## src/core/ppm_regs.vh

```
// Offsets, field positions and reset values of the PM capability slice
`ifndef PPM_REGS_VH
`define PPM_REGS_VH

// Byte offsets as printed in configuration space
`define PPM_OFS_LINK_STATUS_TWO 12'h072
`define PPM_OFS_SLOT_CAP_TWO 12'h074
`define PPM_OFS_SLOT_CTL_TWO 12'h078
`define PPM_OFS_SLOT_STS_TWO 12'h07A
`define PPM_OFS_PM_CAP 12'h0C0
`define PPM_OFS_MSI_CAP 12'h0D0

// Link status two fields
`define PPM_LS2_DEEMPH_BIT 0

// Power management capabilities fields
`define PPM_PMC_CAPABILITY_IDENTIFIER_LSB 0
`define PPM_PMC_NEXT_CAPABILITY_POINTER_LSB 8
`define PPM_PMC_VER_LSB 16
`define PPM_PMC_CLK_BIT 19
`define PPM_PMC_RSVD_BIT 20
`define PPM_PMC_DSI_BIT 21
`define PPM_PMC_AUX_LSB 22
`define PPM_PMC_D1_BIT 25
`define PPM_PMC_D2_BIT 26
`define PPM_PMC_PME_LSB 27

// Fixed and reset values
`define PPM_CAPABILITY_IDENTIFIER_PM 8'h01
`define PPM_CAPABILITY_IDENTIFIER_MSI 8'h05
`define PPM_NEXT_CAPABILITY_POINTER_UP 8'h00
`define PPM_NEXT_CAPABILITY_POINTER_DN 8'hD0
`define PPM_NEXT_CAPABILITY_POINTER_MSI 8'h00
`define PPM_PM_VERSION 3'h3
`define PPM_DSI_RESET 1'h0
`define PPM_PME_SUPPORT_RESET 5'h19

// Power state codes
`define PPM_PSTATE_D0 2'h0
`define PPM_PSTATE_D1 2'h1
`define PPM_PSTATE_D2 2'h2
`define PPM_PSTATE_D3HOT 2'h3

`endif

```

## src/core/ppm_cap_regs.v

```verilog
// PM capability, link status two and reserved slot registers of a port
//
// What this block does
// - At 5.0 Gbps the de-emphasis bit reads 0 for -6.0 dB, 1 for -3.5 dB.
// - At 2.5 Gbps the de-emphasis bit has no meaning and may read anything.
// - Slot capabilities, control and status two are reserved and read zero.
// - The low byte of the PM capabilities register reads identifier 0x1.
// - Next pointer resets to 0x0 on the upstream port, 0xD0 downstream.
// - The PM version field reads 0x3.
// - PME clock, aux current and bit 20 read zero.
// - The device specific init bit resets to zero.
// - D1 and D2 support bits read zero.
// - PME support resets to 0b11001.
// - No PME message is forwarded while in D3cold.
// - A write to PME support changes only the read-back value.
// - The structure at 0xD0 reads capability identifier 0x5.
`timescale 1ns/1ns
`include "ppm_regs.vh"

module ppm_cap_regs #(
    parameter ADDR_W = 12
) (
    input wire sys_clk,
    input wire rst_n,
    input wire [ADDR_W-1:0] reg_addr,
    input wire [31:0] reg_wdata,
    input wire reg_wr,
    input wire reg_rd,
    output reg [31:0] reg_rdata,
    input wire upstream_strap,
    input wire link_speed_5g,
    input wire tx_deemph_3p5db,
    input wire [1:0] power_state,
    input wire d3cold_active,
    input wire pme_msg_in,
    output reg pme_msg_fwd,
    output reg pme_msg_drop
);

    // Strap synchroniser and one-shot capture after reset release
    reg strap_meta_reg;
    reg strap_sync_reg;
    reg strap_done_reg;

    // Software visible lockable fields
    reg [7:0] next_capability_pointer_reg;
    reg dsi_reg;
    reg [4:0] pme_adv_reg;

    // Link status sampling
    reg deemph_reg;

    // Decoded accesses
    wire hit_pm_cap;
    wire wr_pm_cap;
    reg [31:0] rd_next;

    // Two flip-flops for the strap pin, left running through reset
    // so that the synchronised role is valid at the first capture
    always @(posedge sys_clk) begin
        strap_meta_reg <= upstream_strap;
        strap_sync_reg <= strap_meta_reg;
    end

    // Port role caught once, first edge after release
    always @(posedge sys_clk or negedge rst_n) begin
        if (!rst_n) begin
            strap_done_reg <= 1'b0;
        end else if (!strap_done_reg) begin
            strap_done_reg <= 1'b1;
        end
    end

    assign hit_pm_cap = (reg_addr == `PPM_OFS_PM_CAP);
    assign wr_pm_cap = reg_wr && hit_pm_cap;

    // Lockable fields: next pointer takes its role default at capture
    always @(posedge sys_clk or negedge rst_n) begin
        if (!rst_n) begin
            next_capability_pointer_reg <= `PPM_NEXT_CAPABILITY_POINTER_DN;
            dsi_reg <= `PPM_DSI_RESET;
            pme_adv_reg <= `PPM_PME_SUPPORT_RESET;
        end else if (!strap_done_reg) begin
            // Role default replaces any earlier write
            next_capability_pointer_reg <= strap_sync_reg ? `PPM_NEXT_CAPABILITY_POINTER_UP
                                         : `PPM_NEXT_CAPABILITY_POINTER_DN;
        end else if (wr_pm_cap) begin
            next_capability_pointer_reg <= reg_wdata[`PPM_PMC_NEXT_CAPABILITY_POINTER_LSB +: 8];
            dsi_reg <= reg_wdata[`PPM_PMC_DSI_BIT];
            // Read-back only, forwarding ignores it
            pme_adv_reg <= reg_wdata[`PPM_PMC_PME_LSB +: 5];
        end
    end

    // Current de-emphasis follows the transmitter at 5.0 Gbps
    always @(posedge sys_clk or negedge rst_n) begin
        if (!rst_n) begin
            deemph_reg <= 1'b0;
        end else if (link_speed_5g) begin
            deemph_reg <= tx_deemph_3p5db;
        end else begin
            // Held value at 2.5 Gbps, no meaning
            deemph_reg <= deemph_reg;
        end
    end

    // Read mux; all other bits and addresses read zero
    always @* begin
        rd_next = 32'h0000_0000;
        case (reg_addr)
            `PPM_OFS_LINK_STATUS_TWO: begin
                rd_next[`PPM_LS2_DEEMPH_BIT] = deemph_reg;
            end
            `PPM_OFS_SLOT_CAP_TWO,
            `PPM_OFS_SLOT_CTL_TWO,
            `PPM_OFS_SLOT_STS_TWO: begin
                rd_next = 32'h0000_0000;
            end
            `PPM_OFS_PM_CAP: begin
                rd_next[`PPM_PMC_CAPABILITY_IDENTIFIER_LSB +: 8] = `PPM_CAPABILITY_IDENTIFIER_PM;
                rd_next[`PPM_PMC_NEXT_CAPABILITY_POINTER_LSB +: 8] = next_capability_pointer_reg;
                rd_next[`PPM_PMC_VER_LSB +: 3] = `PPM_PM_VERSION;
                rd_next[`PPM_PMC_CLK_BIT] = 1'b0;
                rd_next[`PPM_PMC_RSVD_BIT] = 1'b0;
                rd_next[`PPM_PMC_DSI_BIT] = dsi_reg;
                rd_next[`PPM_PMC_AUX_LSB +: 3] = 3'h0;
                rd_next[`PPM_PMC_D1_BIT] = 1'b0;
                rd_next[`PPM_PMC_D2_BIT] = 1'b0;
                rd_next[`PPM_PMC_PME_LSB +: 5] = pme_adv_reg;
            end
            `PPM_OFS_MSI_CAP: begin
                rd_next[7:0] = `PPM_CAPABILITY_IDENTIFIER_MSI;
                rd_next[15:8] = `PPM_NEXT_CAPABILITY_POINTER_MSI;
            end
            default: begin
                rd_next = 32'h0000_0000;
            end
        endcase
    end

    // Read data stands only in the cycle after the strobe
    always @(posedge sys_clk or negedge rst_n) begin
        if (!rst_n) begin
            reg_rdata <= 32'h0000_0000;
        end else if (reg_rd) begin
            reg_rdata <= rd_next;
        end else begin
            reg_rdata <= 32'h0000_0000;
        end
    end

    // Forwarding follows the reset support mask, never the written one
    wire [4:0] fwd_mask;
    reg state_ok;
    assign fwd_mask = `PPM_PME_SUPPORT_RESET;

    always @* begin
        case (power_state)
            `PPM_PSTATE_D0: state_ok = fwd_mask[0];
            `PPM_PSTATE_D1: state_ok = fwd_mask[1];
            `PPM_PSTATE_D2: state_ok = fwd_mask[2];
            `PPM_PSTATE_D3HOT: state_ok = fwd_mask[3];
            default: state_ok = 1'b0;
        endcase
    end

    // One-cycle forward or drop pulse per incoming PME message
    always @(posedge sys_clk or negedge rst_n) begin
        if (!rst_n) begin
            pme_msg_fwd <= 1'b0;
            pme_msg_drop <= 1'b0;
        end else begin
            pme_msg_fwd <= pme_msg_in && state_ok
                           && !d3cold_active;
            pme_msg_drop <= pme_msg_in
                            && (!state_ok || d3cold_active);
        end
    end

endmodule

```

## config.mk

```make
export PLATFORM = sky130hd
export DESIGN_NAME = ppm_cap_regs
export DESIGN_NICKNAME = d
export VERILOG_FILES = /design/src/core/ppm_cap_regs.v
export VERILOG_INCLUDE_DIRS = /design/src /design/src/core
export SDC_FILE = /design/constraint.sdc
export NUM_CORES = 1
export LEC_CHECK = 0
export BUFFER_PORTS_ARGS = -buffer_cell sky130_fd_sc_hd__buf_2
export CAP_MARGIN = 15
export CORE_ASPECT_RATIO = 0.9
export CORE_MARGIN = 2
export CORE_UTILIZATION = 43
export CTS_BUF_LIST = sky130_fd_sc_hd__clkbuf_4 sky130_fd_sc_hd__clkbuf_8 sky130_fd_sc_hd__clkbuf_16
export CTS_CLUSTER_DIAMETER = 100
export CTS_CLUSTER_SIZE = 8
export DETAILED_ROUTE_END_ITERATION = 10
export PLACE_DENSITY = 0.81
export SLEW_MARGIN = 25
export SYNTH_ARGS = -nofsm -noshare
export SYNTH_HDL_FRONTEND = slang
export SYNTH_SLANG_ARGS = --single-unit
```

## constraint.sdc

```tcl
create_clock -name sys_clk -period 1.8 [get_ports sys_clk]
set_input_delay 0.18 -clock sys_clk [delete_from_list [all_inputs] [get_ports sys_clk]]
set_output_delay 0.18 -clock sys_clk [all_outputs]
set_load 0.02 [all_outputs]
```

=== Word level (Yosys, flattened, before mapping) ===
Cells that the tools add are included.

* Flip-flop bits (word level): 52
* Input port bits: 55
* Output and inout port bits: 34
* Word-level logic and storage cells: 37

* Equal/unequal tests: 7
* Multiplexer cells: 8
* Reduce and logical (&&, ||, !) cells: 12

{| class="wikitable"
|+ Operator list
! kind !! number
|-
| 2-to-1 mux 32 bit || 1
|-
| one-hot mux 15 bit (2 select lines) || 1
|-
| equality test 12 x 8 -> 1 bit (second input constant) || 2
|-
| 2-to-1 mux 8 bit || 3
|-
| 2-to-1 mux 16 bit || 1
|-
| equality test 12 x 7 -> 1 bit (second input constant) || 1
|-
| OR reduction 2 bit || 3
|-
| equality test 2 bit (second input constant) || 2
|-
| logical AND 1 bit || 4
|-
| one-hot mux 1 bit (2 select lines) || 2
|-
| equality test 2 x 1 -> 1 bit (second input constant) || 1
|-
| logical NOT 1 bit || 2
|-
| logical NOT 2 bit || 1
|-
| inequality test 2 x 1 -> 1 bit (second input constant) || 1
|-
| AND reduction 2 bit || 1
|-
| logical OR 1 bit || 1
|}

=== Depth between registers and ports, before layout ===
* Depth in word-level cells: 6
* Gate-level depth with buffers: 6
* Gate-level depth less buffers: 4

=== Worst setup path before layout ===
OpenSTA, ideal clock, no wires.

* Kind: input to register
* From: in reg_addr[10]
* To: reg dsi_reg
* Library setup time: 0.125 ns
* Arrival time: 1.399 ns
* Data required time: 1.675 ns
* Path slack: 0.276 ns
* Stages: 6
* Buffers on the path: 2
* Path through: nor4_1 -> nand4_1 -> buf_6 -> or2_1 -> buf_6 -> mux2_4

* Word-level cells in the longest chain between the ends: 3

{| class="wikitable"
|+ RTL lines
! what !! line !! text
|-
| start, declared || ppm_cap_regs.v:25 || <nowiki>input wire [ADDR_W-1:0] reg_addr,</nowiki>
|-
| equality test 12 x 8 -> 1 bit || n/a ||
|-
| logical AND 1 bit || ppm_cap_regs.v:75 || <nowiki>assign wr_pm_cap = reg_wr && hit_pm_cap;</nowiki>
|-
| AND reduction 2 bit (no line) || n/a ||
|-
| end signal, assigned || ppm_cap_regs.v:81 || <nowiki>dsi_reg <= `PPM_DSI_RESET;</nowiki>
|-
| end signal, assigned || ppm_cap_regs.v:89 || <nowiki>dsi_reg <= reg_wdata[`PPM_PMC_DSI_BIT];</nowiki>
|-
| end, declared || ppm_cap_regs.v:47 || <nowiki>reg dsi_reg;</nowiki>
|}

Every way passes these cells.
A chain may end at the register's enable or synchronous reset.

=== Final worst setup path ===
* From: reg strap_done_reg
* To: reg pme_adv_reg[2]

* Word-level cells in the longest chain between the ends: 1

{| class="wikitable"
|+ RTL lines
! what !! line !! text
|-
| start, declared || ppm_cap_regs.v:43 || <nowiki>reg strap_done_reg;</nowiki>
|-
| start signal, assigned || ppm_cap_regs.v:68 || <nowiki>strap_done_reg <= 1'b0;</nowiki>
|-
| start signal, assigned || ppm_cap_regs.v:70 || <nowiki>strap_done_reg <= 1'b1;</nowiki>
|-
| AND reduction 2 bit (no line) || n/a ||
|-
| end signal, assigned || ppm_cap_regs.v:82 || <nowiki>pme_adv_reg <= `PPM_PME_SUPPORT_RESET;</nowiki>
|-
| end signal, assigned || ppm_cap_regs.v:91 || <nowiki>pme_adv_reg <= reg_wdata[`PPM_PMC_PME_LSB +: 5];</nowiki>
|-
| end, declared || ppm_cap_regs.v:48 || <nowiki>reg [4:0] pme_adv_reg;</nowiki>
|}

Every way passes these cells.

==> results.md <==
* Hold Violations, Final at 0
* Crit-path max FO at 6
* Initial DRC count at 51
* P_leak at 1.080 nW
* Worst-skew pair later-pin latency at 0.28 ns
* WP data arrival at 1.57 ns
* Initial antenna violation count at 0
* Post-CTS repair timing setup buffer count at 0
* Placeable Area at 3353 sq um
* Hold WC Path Type: in -> reg
* Fmax at 712.7 MHz
* Peak VDD IR at 439.8 uV
* CP Capture Type: flip-flop
* Post-Synth Adder-Cell Area at 0%
* RSZ-0062 raised after global routing: no
* Synth Instances at 114
* Chip Width at 66.39 um
* Setup crit start kind: flip-flop
* Pins Over Slew Limit at 0
* YS warnings at 0
* Number of global-route vias before repair at 931
* Power Density at 828.3 nW/um^2
* Filler cells at 304
* Clock transition at path regs at 0.06 ns
* Final ANT Viol Nets at 0
* First-pass GRT wire length at 4057 um
* Cell Rows at 20
* CP Class: reg -> reg
* Critical Path RT at 1.97 ns
* Mux cell area share after synthesis at 12.04%
* TritonCTS Sinks at 37
* Overflow after GRT at 0
* Final period util at 77.95%
* CTS root buf: clkbuf_8
* # DRC at 0
* DR vias at 932
* Final setup skew at 0.002446 ns
* HPWL after DPL at 1872 um
* Complex-gate fraction of the synthesized area at 1.329%
* Least-Margin Pin Slew at 0.7194 ns
* XOR/XNOR Fraction of Synth Area at 0.5814%
* H-tree Lvls at 2
* Clock buffer depth at 2
* Port bufs at 56
* DRT Pass-1 Iters at 3
* Minimum clock period at 1.403 ns
* Number of flip-flops in the largest register at 17
* Die height at 60.15 um
* Gr usage total at 14.49%
* Simple-Gate Fraction of Synth Area at 14.78%
* Largest net degree at the start of global routing at 36
* Flop-to-flop setup slack at 0.40 ns
* DR vias/cell at 4.236
* Die area at 3993 sq um
* Share of cells above drive strength 1 at 45.45%
* Mean Syn Cell Area at 13.21 sq um
* Setup TNS at 0 ns
* Initial cell density of the core at 44.93%
* Outcome: complete, no violations
* Design area at 1871 sq um
* ANT cells at 0
* Worst slew margin at 52.04%
* Most common cell after layout, fill and taps aside: buf_2
* Synthesized cell area at 1506 sq um
* Final count of negative-setup-slack endpoints at 0
* CTS tree: built
* I/O pin count at 89
* Post-DP Area at 1759 sq um
* Commonest cells after routing, fill and taps aside: 56 x buf_2, 29 x dfrtp_1, 16 x and2_1
* Final GP Congestion at 0.7008
* Unique cell type count in the Yosys netlist at 24
* Routed WL per cell at 11.13 um
* TritonCTS buffer count at 5
* Total Wirelength at 2448 um
* Synth Register Bits at 37
* Main combinational cell family by area after synthesis: simple AND/OR/NAND/NOR gates
* NumNets Final at 230
* Sequential area share after synthesis at 61.30%
* Max Cap Viol at 0
* Syn-to-layout area delta at 24.17%
==> worst paths after layout <==
path	start	endpoint	cells past startpoint
setup / recovery	strap_done_reg	pme_adv_reg[2]	3
hold / removal	pme_msg_in	pme_msg_fwd	2
setup reg to reg	strap_done_reg	pme_adv_reg[2]	3
hold reg to reg	strap_meta_reg	strap_sync_reg	0
max in group asynchronous	rst_n	reg_rdata[8]	2
min in group asynchronous	rst_n	reg_rdata[28]	2
==> power by group <==
group	internal, mW	switching (mW)	total, mW
Sequential	0.851	0.00646	0.857
Clock	0.320	0.256	0.576
Combinational	0.0463	0.0700	0.116
==> worst max-delay path: stages, from the launching register on <==
cell and delay, ns:
dfrtp_1 0.42, inv_1 0.18, or2_1 0.36, mux2_4 0.33
==> Yosys cell counts <==
master    instances  area, sq um
and3_1            1        6.260
buf_6             2        22.52
clkbuf_1          1        3.750
dfstp_2           6        157.7
nor4_1            1        6.260
mux2_2            1        11.26
or2_1             1        6.260
xor2_1            1        8.760
nor3b_1           1        7.510
nor2b_1           2        12.51
mux2i_1           8        80.08
nand2_1           2        7.510
dfrtp_1          29        725.7
nor2_1            8        30.03
mux2_4            6        90.09
conb_1            2        7.510
nor4b_2           2        30.03
dfxtp_1           2        40.04
inv_1             1        3.750
and4b_1           1        10.01
nand4_1           1        6.260
a21oi_1           4        20.02
buf_4            15        112.6
and2_1           16        100.1
==> logic make-up after synthesis <==
kind of cell / Yosys count
xor gates and xnor gates: 1
other: 2
AOI/OAI and AO/OA: 4
DFF: 37
muxes: 15
buffers and inverters: 19
and+or+nand+nor: 36
==> per-layer routing <==
| metal | GRT usage (%) | part of all wire (%) | vias up |
|---|---|---|---|
| met5 | 0 | 0 | - |
| met4 | 9.621 | 3.1 | 0 |
| met3 | 4.331 | 8.0 | 6 |
| met2 | 24.71 | 50 | 41 |
| met1 | 15.65 | 39 | 423 |
| li1 | - | - | 462 |
==> timing repair <==
| item | 4_1_cts | 5_1_grt |
|---|---|---|
| endpoints found under the hold margin | 30 | 0 |
| hold buffers | 2 | 0 |
| resized for setup | 0 | 0 |
| setup endpoints to repair | 0 | 0 |
==> metrics by stage <==
step                      hold WS, ns  setup WS (ns)  instances  util, %  power (mW)
final                          0.1158         0.3970        220    55.78       1.549
after global routing           0.1195         0.3040        220    55.78       1.626
after CTS                      0.1123         0.3918        220    55.78       1.569
after detailed placement       0.2787         0.1859        210    52.46      0.9866
after global placement         0.2757         0.1666        210    52.46      0.9852
after floorplan               -0.1156         0.2759        127        -      0.9454
==> cell type report <==
class	instances	area [sq um]	share of cell area [%]
tap	44	55.05	2.943
clock buffer	8	91.34	4.883
inverter	1	3.754	0.2007
timing repair buffer	59	307.8	16.45
sequential	37	923.4	49.36
multi-input combinational	71	489.2	26.15
Power figures use the tool's default switching activity.
